==> config.mk <==
export PLATFORM = sky130hd
export DESIGN_NAME = ipfcpm_modulator
export DESIGN_NICKNAME = d
export VERILOG_FILES = /design/src/hw/ipfcpm_pkg.sv /design/src/hw/ipfcpm_modulator.sv
export SDC_FILE = /design/constraint.sdc
export NUM_CORES = 1
export LEC_CHECK = 0
export BUFFER_PORTS_ARGS = -buffer_cell sky130_fd_sc_hd__buf_2
export CAP_MARGIN = 20
export CORE_ASPECT_RATIO = 0.7
export CORE_UTILIZATION = 57
export DETAILED_ROUTE_END_ITERATION = 10
export PLACE_DENSITY = 0.86
export SKIP_CTS_REPAIR_TIMING = 1
export SLEW_MARGIN = 40
export SYNTH_ARGS = -nofsm -noshare
export SYNTH_HDL_FRONTEND = slang
export SYNTH_SLANG_ARGS = --single-unit
export TNS_END_PERCENT = 100
==> constraint.sdc <==
create_clock -name i_clk_sys -period 13.65 [get_ports i_clk_sys]
set_clock_uncertainty 0.05 [all_clocks]
set_input_delay 2.73 -clock i_clk_sys [delete_from_list [all_inputs] [get_ports i_clk_sys]]
set_output_delay 2.73 -clock i_clk_sys [all_outputs]
set_load 0.05 [all_outputs]
==> src/hw/ipfcpm_pkg.sv <==
// constants and register map of the interleaved pfc pulse modulator
package ipfcpm_pkg;
  // ----------------------------------------------------------------
  // clock and time base
  // ----------------------------------------------------------------
  localparam int CLK_HZ = 50_000_000; // system clock rate
  localparam int TB_HZ = 25_000_000; // modulator time base rate
  localparam int TB_DIV = CLK_HZ / TB_HZ; // system cycles per tick
  localparam int TICK_NS = 1_000_000_000 / TB_HZ; // one tick in ns
  localparam int STEP_NS = 40; // on-time and dead time step
  localparam int STEP_TICKS = (STEP_NS + TICK_NS - 1) / TICK_NS;
  localparam int DEB_NS = 40; // debounce step
  localparam int DEB_TICKS = (DEB_NS + TICK_NS - 1) / TICK_NS;
  localparam int BLANK_NS = 480; // blanking step
  localparam int BLANK_TICKS = (BLANK_NS + TICK_NS - 1) / TICK_NS;
  localparam int LIM_CYCLES = 16; // limited cycles before fault
  // ----------------------------------------------------------------
  // widths and period table
  // ----------------------------------------------------------------
  localparam int PER_W = 12; // period counter width
  localparam int ADC_W = 12; // sense and line sample width
  localparam int CUR_W = 20; // scaled current width
  localparam int APB_AW = 8; // apb address width
  localparam int APB_DW = 32; // apb data width
  localparam int THR_W = 6; // limit threshold code width
  localparam int ST_W = 4; // status and mask width
  // divisors of the time base for frequency codes 0..7
  localparam logic [PER_W-1:0] DIV_TAB [8] = '{
    12'h4e2, 12'h340, 12'h22c, 12'h180,
    12'h116, 12'h0d0, 12'h09c, 12'h080};
  // ----------------------------------------------------------------
  // register offsets
  // ----------------------------------------------------------------
  localparam logic [APB_AW-1:0] ADDR_CTRL = 8'h00;
  localparam logic [APB_AW-1:0] ADDR_TIMING = 8'h04;
  localparam logic [APB_AW-1:0] ADDR_DUTY_A = 8'h08;
  localparam logic [APB_AW-1:0] ADDR_DUTY_B = 8'h0c;
  localparam logic [APB_AW-1:0] ADDR_THRESH = 8'h10;
  localparam logic [APB_AW-1:0] ADDR_SCALE = 8'h14;
  localparam logic [APB_AW-1:0] ADDR_STATUS = 8'h18;
  localparam logic [APB_AW-1:0] ADDR_MASK = 8'h1c;
  localparam logic [APB_AW-1:0] ADDR_IIN = 8'h20;
  localparam logic [APB_AW-1:0] ADDR_IOUT = 8'h24;
  localparam logic [APB_AW-1:0] ADDR_PERIOD = 8'h28;
  // ----------------------------------------------------------------
  // field positions and reset values
  // ----------------------------------------------------------------
  localparam int CTRL_EN = 0; // modulator enable
  localparam int CTRL_DITH = 1; // dither enable
  localparam int CTRL_FREQ = 2; // switching_frequency_setting lsb
  localparam int CTRL_INR = 5; // input_current_route_sel
  localparam int CTRL_OUTR = 6; // output_current_route_sel
  localparam int TIM_MINON = 0; // minimum on-time code lsb
  localparam int TIM_MINOFF = 3; // minimum off-time code lsb
  localparam int TIM_TD1 = 6; // main_to_sync_deadtime lsb
  localparam int TIM_TD2 = 9; // sync_to_main_deadtime lsb
  localparam int TIM_DEB = 12; // debounce code lsb
  localparam int TIM_BLANK = 14; // blanking code lsb
  localparam int THR_B = 8; // limit_threshold_b lsb
  localparam int SCL_B = 4; // channel b scale code lsb
  localparam int ST_FAULT_A = 0; // fault status bits
  localparam int ST_LIMIT_A = 2; // limit event status bits
  localparam logic [2:0] RST_CODE = 3'h0; // code fields
  localparam logic [PER_W-1:0] RST_DUTY = 12'h000;
  localparam logic [THR_W-1:0] RST_THR = 6'h3f;
  localparam logic [ST_W-1:0] RST_MASK = 4'h0;
endpackage

==> src/hw/ipfcpm_modulator.sv <==
// two-phase interleaved pulse modulator with apb register file
//
// Behaviour
// - period divides time base by coded divisor
// - trailing edge: pulse starts each period
// - minimum on-time 40 to 320 ns
// - first dead time before sync turns on
// - second dead time before main turns on
// - on-time capped by period minus dead times
// - minimum off and on times bound duty
// - separate limit threshold per sense channel
// - threshold 1.0 to 1.5 V codes
// - trip counts after selectable debounce time
// - comparator ignored during selectable blanking
// - trip ends pulse; sixteen cycles raise fault
// - dither varies period with line voltage
// - period sweeps 87.5 to 112.5 percent
// - input and output current routing selects
// - seven doubling sense resistance scalings
//
// The register offsets and the APB slave port were decided locally.
`timescale 1ns/1ps
`default_nettype none
module ipfcpm_modulator (
  input wire logic i_clk_sys,
  input wire logic i_rst_n,
  input wire logic i_psel,
  input wire logic i_penable,
  input wire logic i_pwrite,
  input wire logic [ipfcpm_pkg::APB_AW-1:0] i_paddr,
  input wire logic [ipfcpm_pkg::APB_DW-1:0] i_pwdata,
  output logic [ipfcpm_pkg::APB_DW-1:0] o_prdata,
  output logic o_pready,
  output logic o_pslverr,
  input wire logic i_trip_a,
  input wire logic i_trip_b,
  input wire logic [ipfcpm_pkg::ADC_W-1:0] i_line_volt,
  input wire logic [ipfcpm_pkg::ADC_W-1:0] i_sense_channel_a,
  input wire logic [ipfcpm_pkg::ADC_W-1:0] i_sense_channel_b,
  output logic o_main_a,
  output logic o_sync_a,
  output logic o_main_b,
  output logic o_sync_b,
  output logic [ipfcpm_pkg::THR_W-1:0] o_limit_threshold_a,
  output logic [ipfcpm_pkg::THR_W-1:0] o_limit_threshold_b,
  output logic o_input_peak_overcurrent_fault,
  output logic o_irq
);
  import ipfcpm_pkg::*;

  // ----------------------------------------------------------------
  // helper functions
  // ----------------------------------------------------------------
  // ticks for a 3-bit step code: (code + 1) steps of unit ticks
  function automatic logic [PER_W-1:0] t_steps(input logic [2:0] code,
                                               input logic [PER_W-1:0] unit);
    t_steps = (PER_W'(code) + PER_W'(1)) * unit;
  endfunction

  // sense reading scaled by the selected equivalent resistance
  function automatic logic [CUR_W-1:0] scale_cur(
      input logic [ADC_W:0] v, input logic [2:0] k);
    logic [2:0] kk;
    kk = (k > 3'h6) ? 3'h6 : k; // code 7 behaves as the largest
    scale_cur = (CUR_W'(v) << 6) >> kk;
  endfunction

  // on-time clamp: zero means no pulse, else within min and max
  function automatic logic [PER_W-1:0] on_clamp(
      input logic [PER_W-1:0] duty, input logic [PER_W-1:0] per,
      input logic [PER_W-1:0] mn_on, input logic [PER_W-1:0] mn_off,
      input logic [PER_W-1:0] d1, input logic [PER_W-1:0] d2);
    logic [PER_W-1:0] mx;
    mx = per - d1 - d2;
    if (per - mn_off < mx) begin
      mx = per - mn_off;
    end
    if (duty == '0 || mx < mn_on) begin
      on_clamp = '0;
    end else if (duty > mx) begin
      on_clamp = mx;
    end else if (duty < mn_on) begin
      on_clamp = mn_on;
    end else begin
      on_clamp = duty;
    end
  endfunction

  // ----------------------------------------------------------------
  // registers and state
  // ----------------------------------------------------------------
  logic en_q, dith_q, inr_q, outr_q; // control bits
  logic [2:0] freq_q; // switching_frequency_setting
  logic [2:0] minon_c_q, minoff_c_q, td1_c_q, td2_c_q; // step codes
  logic [1:0] deb_c_q, blank_c_q; // limit filter codes
  logic [PER_W-1:0] duty_q [2]; // requested on-time in ticks
  logic [THR_W-1:0] thr_q [2]; // limit threshold codes
  logic [2:0] scl_q [2]; // equivalent resistance codes
  logic [ST_W-1:0] status_q, mask_q; // sticky events and mask
  logic [CUR_W-1:0] iin_q, iout_q; // routed current readings
  logic pready_q, pslverr_q, irq_q, fault_q; // output flops
  logic [APB_DW-1:0] prdata_q; // read data flop
  logic [1:0] div_q; // time base divider
  logic tick_q; // one-cycle tick at the time base rate
  logic [PER_W-1:0] cnt_q [2], per_q [2], on_q [2]; // phase timing
  logic [1:0] run_q, main_q, sync_q; // phase run and drive flops
  logic [1:0] s1_q, s2_q, s3_q, tl_q; // trip synchronisers
  logic [PER_W-1:0] blank_q [2]; // blanking down counters
  logic [2:0] deb_q [2]; // debounce up counters
  logic [1:0] term_q; // pulse terminated this period
  logic [3:0] lim_q [2]; // consecutive limited cycles

  // ----------------------------------------------------------------
  // decoded settings
  // ----------------------------------------------------------------
  logic [PER_W-1:0] minon_t, minoff_t, td1_t, td2_t, deb_t, blank_t;
  logic [PER_W-1:0] nom_per, next_per; // nominal and next period
  logic [23:0] prod; // line voltage times quarter of nominal period
  logic [1:0] cyc_end, main_nx, qual, fault_evt; // per phase events
  logic wr_en; // write taken at this edge
  logic [ST_W-1:0] st_set; // hardware status events

  assign minon_t = t_steps(minon_c_q, PER_W'(STEP_TICKS));
  assign minoff_t = t_steps(minoff_c_q, PER_W'(STEP_TICKS));
  assign td1_t = t_steps(td1_c_q, PER_W'(STEP_TICKS));
  assign td2_t = t_steps(td2_c_q, PER_W'(STEP_TICKS));
  assign deb_t = t_steps({1'b0, deb_c_q}, PER_W'(DEB_TICKS));
  assign blank_t = t_steps({1'b0, blank_c_q}, PER_W'(BLANK_TICKS));
  assign nom_per = DIV_TAB[freq_q];
  // quarter period times line keeps the top of the sweep at 112.5 percent
  assign prod = 24'(nom_per >> 2) * 24'(i_line_volt);
  // dither: 7/8 of nominal plus up to 1/4 scaled by line voltage
  assign next_per = dith_q ?
      nom_per - (nom_per >> 3) + PER_W'(prod >> 12) : nom_per;

  // ----------------------------------------------------------------
  // time base divider
  // ----------------------------------------------------------------
  // tick pulses once every TB_DIV system cycles
  always_ff @(posedge i_clk_sys or negedge i_rst_n) begin
    if (!i_rst_n) begin
      div_q <= 2'h0;
      tick_q <= 1'b0;
    end else begin
      div_q <= (div_q == 2'(TB_DIV - 1)) ? 2'h0 : div_q + 2'h1;
      tick_q <= (div_q == 2'(TB_DIV - 1));
    end
  end

  // ----------------------------------------------------------------
  // apb slave and register file
  // ----------------------------------------------------------------
  assign wr_en = i_psel && i_penable && i_pwrite && pready_q;

  // one wait state: ready rises in the second access cycle
  always_ff @(posedge i_clk_sys or negedge i_rst_n) begin
    if (!i_rst_n) begin
      pready_q <= 1'b0;
      pslverr_q <= 1'b0;
      prdata_q <= '0;
    end else begin
      pready_q <= i_psel && i_penable && !pready_q;
      pslverr_q <= 1'b0;
      prdata_q <= '0;
      if (i_psel && i_penable && !pready_q) begin
        unique case (i_paddr)
          ADDR_CTRL: prdata_q <= APB_DW'({outr_q, inr_q, freq_q,
                                          dith_q, en_q});
          ADDR_TIMING: prdata_q <= APB_DW'({blank_c_q, deb_c_q,
              td2_c_q, td1_c_q, minoff_c_q, minon_c_q});
          ADDR_DUTY_A: prdata_q <= APB_DW'(duty_q[0]);
          ADDR_DUTY_B: prdata_q <= APB_DW'(duty_q[1]);
          ADDR_THRESH: prdata_q <= APB_DW'({thr_q[1], 2'h0, thr_q[0]});
          ADDR_SCALE: prdata_q <= APB_DW'({scl_q[1], 1'b0, scl_q[0]});
          ADDR_STATUS: prdata_q <= APB_DW'(status_q);
          ADDR_MASK: prdata_q <= APB_DW'(mask_q);
          ADDR_IIN: prdata_q <= APB_DW'(iin_q);
          ADDR_IOUT: prdata_q <= APB_DW'(iout_q);
          ADDR_PERIOD: prdata_q <= APB_DW'(per_q[0]);
          default: pslverr_q <= 1'b1; // unmapped address
        endcase
      end
    end
  end

  // writable settings, taken at the completing access edge
  always_ff @(posedge i_clk_sys or negedge i_rst_n) begin
    if (!i_rst_n) begin
      {en_q, dith_q, inr_q, outr_q} <= 4'h0;
      freq_q <= RST_CODE;
      {minon_c_q, minoff_c_q, td1_c_q, td2_c_q} <= {4{RST_CODE}};
      {deb_c_q, blank_c_q} <= 4'h0;
      duty_q <= '{RST_DUTY, RST_DUTY};
      thr_q <= '{RST_THR, RST_THR};
      scl_q <= '{RST_CODE, RST_CODE};
      mask_q <= RST_MASK;
    end else if (wr_en) begin
      unique case (i_paddr)
        ADDR_CTRL: begin
          en_q <= i_pwdata[CTRL_EN];
          dith_q <= i_pwdata[CTRL_DITH];
          freq_q <= i_pwdata[CTRL_FREQ +: 3];
          inr_q <= i_pwdata[CTRL_INR];
          outr_q <= i_pwdata[CTRL_OUTR];
        end
        ADDR_TIMING: begin
          minon_c_q <= i_pwdata[TIM_MINON +: 3];
          minoff_c_q <= i_pwdata[TIM_MINOFF +: 3];
          td1_c_q <= i_pwdata[TIM_TD1 +: 3];
          td2_c_q <= i_pwdata[TIM_TD2 +: 3];
          deb_c_q <= i_pwdata[TIM_DEB +: 2];
          blank_c_q <= i_pwdata[TIM_BLANK +: 2];
        end
        ADDR_DUTY_A: duty_q[0] <= i_pwdata[PER_W-1:0];
        ADDR_DUTY_B: duty_q[1] <= i_pwdata[PER_W-1:0];
        ADDR_THRESH: begin
          thr_q[0] <= i_pwdata[THR_W-1:0];
          thr_q[1] <= i_pwdata[THR_B +: THR_W];
        end
        ADDR_SCALE: begin
          scl_q[0] <= i_pwdata[2:0];
          scl_q[1] <= i_pwdata[SCL_B +: 3];
        end
        ADDR_MASK: mask_q <= i_pwdata[ST_W-1:0];
        default: ; // status clears below; other offsets are read-only or unmapped
      endcase
    end
  end

  // sticky status: hardware set wins over a write-one clear
  always_ff @(posedge i_clk_sys or negedge i_rst_n) begin
    if (!i_rst_n) begin
      status_q <= '0;
    end else begin
      status_q <= (status_q & ~((wr_en && i_paddr == ADDR_STATUS) ?
                   i_pwdata[ST_W-1:0] : '0)) | st_set;
    end
  end

  // interrupt and fault level outputs
  always_ff @(posedge i_clk_sys or negedge i_rst_n) begin
    if (!i_rst_n) begin
      irq_q <= 1'b0;
      fault_q <= 1'b0;
    end else begin
      irq_q <= |(status_q & mask_q);
      fault_q <= |status_q[ST_FAULT_A +: 2];
    end
  end

  // ----------------------------------------------------------------
  // current routing and scaling
  // ----------------------------------------------------------------
  // input current from both channels or a alone, output from b or a
  always_ff @(posedge i_clk_sys or negedge i_rst_n) begin
    if (!i_rst_n) begin
      iin_q <= '0;
      iout_q <= '0;
    end else begin
      iin_q <= inr_q ? scale_cur({1'b0, i_sense_channel_a}, scl_q[0]) :
               scale_cur({1'b0, i_sense_channel_a}, scl_q[0]) +
               scale_cur({1'b0, i_sense_channel_b}, scl_q[1]);
      iout_q <= outr_q ? scale_cur({1'b0, i_sense_channel_a}, scl_q[0]) :
                scale_cur({1'b0, i_sense_channel_b}, scl_q[1]);
    end
  end

  // ----------------------------------------------------------------
  // phase timing and drive
  // ----------------------------------------------------------------
  always_comb begin
    st_set = '0;
    for (int c = 0; c < 2; c++) begin
      cyc_end[c] = tick_q && run_q[c] && (cnt_q[c] == per_q[c] - 1'b1);
      qual[c] = tl_q[c] && main_q[c] && (blank_q[c] == '0) &&
                (PER_W'(deb_q[c]) >= deb_t);
      main_nx[c] = en_q && run_q[c] && (cnt_q[c] < on_q[c]) &&
                   !term_q[c] && !qual[c];
      fault_evt[c] = cyc_end[c] && term_q[c] &&
                     (lim_q[c] == 4'(LIM_CYCLES - 1));
      st_set[ST_FAULT_A + c] = fault_evt[c];
      st_set[ST_LIMIT_A + c] = qual[c];
    end
  end

  // period counters; phase b starts half a period after phase a
  always_ff @(posedge i_clk_sys or negedge i_rst_n) begin
    if (!i_rst_n) begin
      cnt_q <= '{12'h000, 12'h000};
      per_q <= '{DIV_TAB[0], DIV_TAB[0]};
      on_q <= '{12'h000, 12'h000};
      run_q <= 2'h0;
    end else if (!en_q) begin
      cnt_q <= '{12'h000, 12'h000};
      run_q <= 2'h0;
    end else begin
      run_q[0] <= 1'b1;
      if (tick_q && run_q[0] && cnt_q[0] == (per_q[0] >> 1)) begin
        run_q[1] <= 1'b1; // interleave offset
      end
      for (int c = 0; c < 2; c++) begin
        if (cyc_end[c]) begin
          cnt_q[c] <= '0;
          per_q[c] <= next_per;
          on_q[c] <= on_clamp(duty_q[c], next_per, minon_t, minoff_t,
                              td1_t, td2_t);
        end else if (tick_q && run_q[c]) begin
          cnt_q[c] <= cnt_q[c] + 1'b1;
        end
      end
    end
  end

  // main rises at period start, falls at on-time; sync fills the gap
  always_ff @(posedge i_clk_sys or negedge i_rst_n) begin
    if (!i_rst_n) begin
      main_q <= 2'h0;
      sync_q <= 2'h0;
    end else begin
      for (int c = 0; c < 2; c++) begin
        main_q[c] <= main_nx[c];
        sync_q[c] <= en_q && run_q[c] && !term_q[c] && !qual[c] &&
                     (cnt_q[c] >= on_q[c] + td1_t) &&
                     (cnt_q[c] < per_q[c] - td2_t) &&
                     (per_q[c] - td2_t >= on_q[c] + td1_t + minon_t);
      end
    end
  end

  // ----------------------------------------------------------------
  // cycle-by-cycle current limit
  // ----------------------------------------------------------------
  // comparator pins: three flops, change taken when last two agree
  always_ff @(posedge i_clk_sys or negedge i_rst_n) begin
    if (!i_rst_n) begin
      {s1_q, s2_q, s3_q, tl_q} <= 8'h00;
    end else begin
      s1_q <= {i_trip_b, i_trip_a};
      s2_q <= s1_q;
      s3_q <= s2_q;
      for (int c = 0; c < 2; c++) begin
        if (s2_q[c] == s3_q[c]) begin
          tl_q[c] <= s3_q[c];
        end
      end
    end
  end

  // blanking from each main rising edge, then debounce the trip
  always_ff @(posedge i_clk_sys or negedge i_rst_n) begin
    if (!i_rst_n) begin
      blank_q <= '{12'h000, 12'h000};
      deb_q <= '{3'h0, 3'h0};
    end else begin
      for (int c = 0; c < 2; c++) begin
        if (main_nx[c] && !main_q[c]) begin
          blank_q[c] <= blank_t;
        end else if (tick_q && blank_q[c] != '0) begin
          blank_q[c] <= blank_q[c] - 1'b1;
        end
        if (tl_q[c] && main_q[c] && blank_q[c] == '0) begin
          if (tick_q && PER_W'(deb_q[c]) < deb_t) begin
            deb_q[c] <= deb_q[c] + 3'h1;
          end
        end else begin
          deb_q[c] <= 3'h0;
        end
      end
    end
  end

  // termination for the rest of the period, consecutive count
  always_ff @(posedge i_clk_sys or negedge i_rst_n) begin
    if (!i_rst_n) begin
      term_q <= 2'h0;
      lim_q <= '{4'h0, 4'h0};
    end else begin
      for (int c = 0; c < 2; c++) begin
        if (qual[c]) begin
          term_q[c] <= 1'b1;
        end else if (cyc_end[c] || !en_q) begin
          term_q[c] <= 1'b0;
        end
        if (!en_q || (cyc_end[c] && (!term_q[c] || fault_evt[c]))) begin
          lim_q[c] <= 4'h0;
        end else if (cyc_end[c]) begin
          lim_q[c] <= lim_q[c] + 4'h1;
        end
      end
    end
  end

  // ----------------------------------------------------------------
  // outputs
  // ----------------------------------------------------------------
  assign o_prdata = prdata_q;
  assign o_pready = pready_q;
  assign o_pslverr = pslverr_q;
  assign o_main_a = main_q[0];
  assign o_sync_a = sync_q[0];
  assign o_main_b = main_q[1];
  assign o_sync_b = sync_q[1];
  assign o_limit_threshold_a = thr_q[0];
  assign o_limit_threshold_b = thr_q[1];
  assign o_input_peak_overcurrent_fault = fault_q;
  assign o_irq = irq_q;
endmodule
`default_nettype wire

==> metrics <==
status finished, final reports clean; initial core utilization a little under 60%; Synth cell types 93; Post-Synthesis Cell Area about 24000 µm²; cts bufs inserted 26; Synth Warn # 0; worst hold endpoint s2_q[1]$_DFF_PN0_; Final nets around 3300; Hold/Removal Path Class flip-flop to flip-flop; clock tree from TritonCTS built; Die Y ~170 µm; Routed Antenna Nets 0; min-delay src s1_q[1]$_DFF_PN0_; vias in the first global route about 21000; metal2 WL roughly 32000 µm; initial antenna violation count 1; Max Used Layer met4; Synth Register Bits around 260; Synth area leaders dfrtp_1 (25%), ha_1 (15%), fa_1 (7.1%), xnor2_1 (4.3%), mux2_2 (4.3%); DP Cell Count around 3400; critical path's largest stage delay 550 ps; H-tree depth 1; critical path class primary input to flip-flop; max-slew violations 0; CP max stage cell fa_1; Post-synth EDFFs 0; R2R Setup Slk around 600 ps; synthesis-to-finish area growth 14.4%; die area ~43000 µm²; CP bufs+invs 6; Die Wd about 250 µm; Finished Layout Cells about 3400; crit path DAT 13870 ps; Synth area leader dfrtp_1; Worst slew margin a little over two fifths; I/O Buffers between 100 and 150; RePlAce Congestion 1.00; root buf cell clkbuf_16; worst reg2reg path depth 54; post-layout min period around 13000 ps; fmax between 70 and 80 MHz; worst vdd ir ~100 µV; Avg Vias per Cell about 6.3; Core ar. a little over 40000 µm²; crit-path most repeated cell fa_1; Worst-path clk slew roughly 60 ps; ys async rst share between 90% and 100%; share of layout cells above drive strength 1 19.7%; routed vias ~21000; register area share after synthesis 27.1%; Sum Neg Setup Slack 0 ps; Tcrit/Tclk final a little over nine tenths; dpl hpwl 56300 µm; Initial DRC Count roughly 2300; Max Cap Viol 0; I/O pin cnt 135; drt wl/cell approximately 21 µm; worst-path maximum fanout 5; num rows 62; Metal-1 WL 30700 µm; Fin. Hold Viols 0; critical path required time approximately 14000 ps; Crit Reg-Reg Startpoint freq_q[1]$_DFFE_PN0P_; GRT overflow 0; gr usage total between 30 and 40%; Syn Inst Count 2639; startpoint types primary input; Critical Path Sink Type flip-flop; 1st-pass router iterations 6; RSZ-0062 raised after global routing yes; total wire length roughly 73000 µm; multi-input combinational cell area roughly 17000 µm²; Setup-failing EPs final 0; first-pass GRT wire length 114000 µm; family with the most delay on the worst path adder cells; syn_area_per_cell approximately 9.2 µm²; CTS Buffer Depth 3; DRC viols 0; R2R Path End on_q[19]$_DFFE_PN0P_; Lkg Pwr 13.7 nW; CTS Sinks roughly 260; Clock Latency Late Sink between 500 and 600 ps; area fraction of the dominant cell type after synthesis 24.7%; largest net degree at the start of global routing ~110; hold depth 0; metal3 WL 8500 µm; fill count approximately 3000; Power Density a little over 90 nW/µm²; Register Area about 6600 µm²; Worst Tran Pin Value 848 ps; Main synth FF type dfrtp_1
## synthesized netlist by cell type (19+ instances only)
master    instances
a21o_1           91
a21oi_1         100
a22oi_1          25
and2_1           58
and3_1           26
clkbuf_1         82
dfrtp_1         240
dfstp_2          22
fa_1             86
ha_1            286
inv_1           254
mux2_2           92
mux2i_1          72
nand2_1         199
nand2b_1         43
nand3_1          39
nand4_1          19
nor2_1          164
nor2b_1          42
nor3_1           43
nor4_1           29
o21a_1           37
o21ai_0          96
o21ai_1          24
or3_1            23
xnor2_1         120
xor2_1           77
## state kept, by name, indices dropped and copies added (netlist names), 3 cells and up
name	count
blank_q	24
cnt_q	24
deb_q	6
duty_q	24
freq_q	3
iin_q	19
iout_q	18
lim_q	8
mask_q	4
minoff_c_q	3
minon_c_q	3
o_limit_threshold_a	6
o_limit_threshold_b	6
o_prdata	19
on_q	24
per_q	24
scl_q	6
status_q	4
td1_c_q	3
td2_c_q	3
## per-layer routing
metal	GRT usage, %	up-vias
li1	-	9590
met1	45.8	10500
met2	49.8	1166
met3	9.15	183
met4	9.50	0
met5	0	-
## logic make-up (layout without fill, tap and decap cells)
family,Yosys count,count (layout),share of synthesized area (%)
buffers and inverters,367,592,6.01
adder cells (fa/ha/maj),375,375,22.0
AO/OA/AOI/OAI,535,535,15.3
XOR/XNOR,197,197,7.11
other,1,14,0.0154
multiplexers,164,164,7.23
AND/OR/NAND/NOR,738,738,15.3
flip-flops,262,262,27.1
## worst max-delay path by stage
| stage | startpoint | endpoint | depth (start not counted) |
|---|---|---|---|
| finish | i_line_volt[8] | on_q[19]$_DFFE_PN0P_ | 52 |
| detailed placement | i_line_volt[6] | on_q[16]$_DFFE_PN0P_ | 49 |
| global route | i_line_volt[5] | on_q[19]$_DFFE_PN0P_ | 53 |
| CTS | i_line_volt[6] | on_q[19]$_DFFE_PN0P_ | 51 |
| global placement | i_line_volt[5] | on_q[16]$_DFFE_PN0P_ | 51 |
| floorplan | i_line_volt[3] | on_q[21]$_DFFE_PN0P_ | 51 |
## power by group
group          internal, W  switching [W]  leakage, nW
Sequential        0.000805      0.0000266         3.28
Combinational     0.000454       0.000514         9.95
Clock             0.000412       0.000344        0.422
## per-stage QoR
step / total power (W) / area [µm²] / hold slack, ps / worst slack (ps) / utilization, %
global route: 0.00268 / 27800 / 328 / -153 / 66.9
floorplan: 0.00137 / 24400 / 281 / 13.3 / -
CTS: 0.00245 / 27300 / 310 / -425 / 65.8
finish: 0.00256 / 27800 / 306 / 203 / 67.0
detailed placement: 0.00170 / 26400 / 295 / -952 / 63.6
global placement: 0.00166 / 26400 / 289 / -589 / 63.6
## layout by cell type (no fill, tap or decap), types with 18 or more instances in the layout
cell type / n
nand2b_1: 43
xor2_1: 76
nor2b_1: 39
and2_1: 58
nand3_1: 38
dfrtp_1: 238
clkbuf_16: 27
nor2_1: 161
or3_1: 22
buf_4: 171
nor3_1: 42
o21ai_0: 91
buf_2: 97
inv_1: 247
a22oi_1: 25
fa_1: 83
a21oi_1: 92
nand2_1: 187
a31oi_1: 18
mux2_2: 92
o21ai_1: 27
mux2i_1: 69
nor4_1: 28
dfstp_2: 22
a21o_1: 91
ha_1: 276
nand4_1: 19
o21a_1: 37
and3_1: 22
xnor2_1: 118
## cell type report
| cell class | instances | share of cell area (%) |
|---|---|---|
| multi-input cells | 2022 | 59.9 |
| clock inverters | 16 | 0.522 |
| diodes | 1 | 0.00901 |
| clock buffers | 32 | 2.68 |
| repair buffers | 286 | 7.23 |
| well taps | 544 | 2.45 |
| flip-flops and latches | 262 | 23.7 |
| inverters | 258 | 3.49 |
No activity file was read; power rests on OpenSTA's default activity.
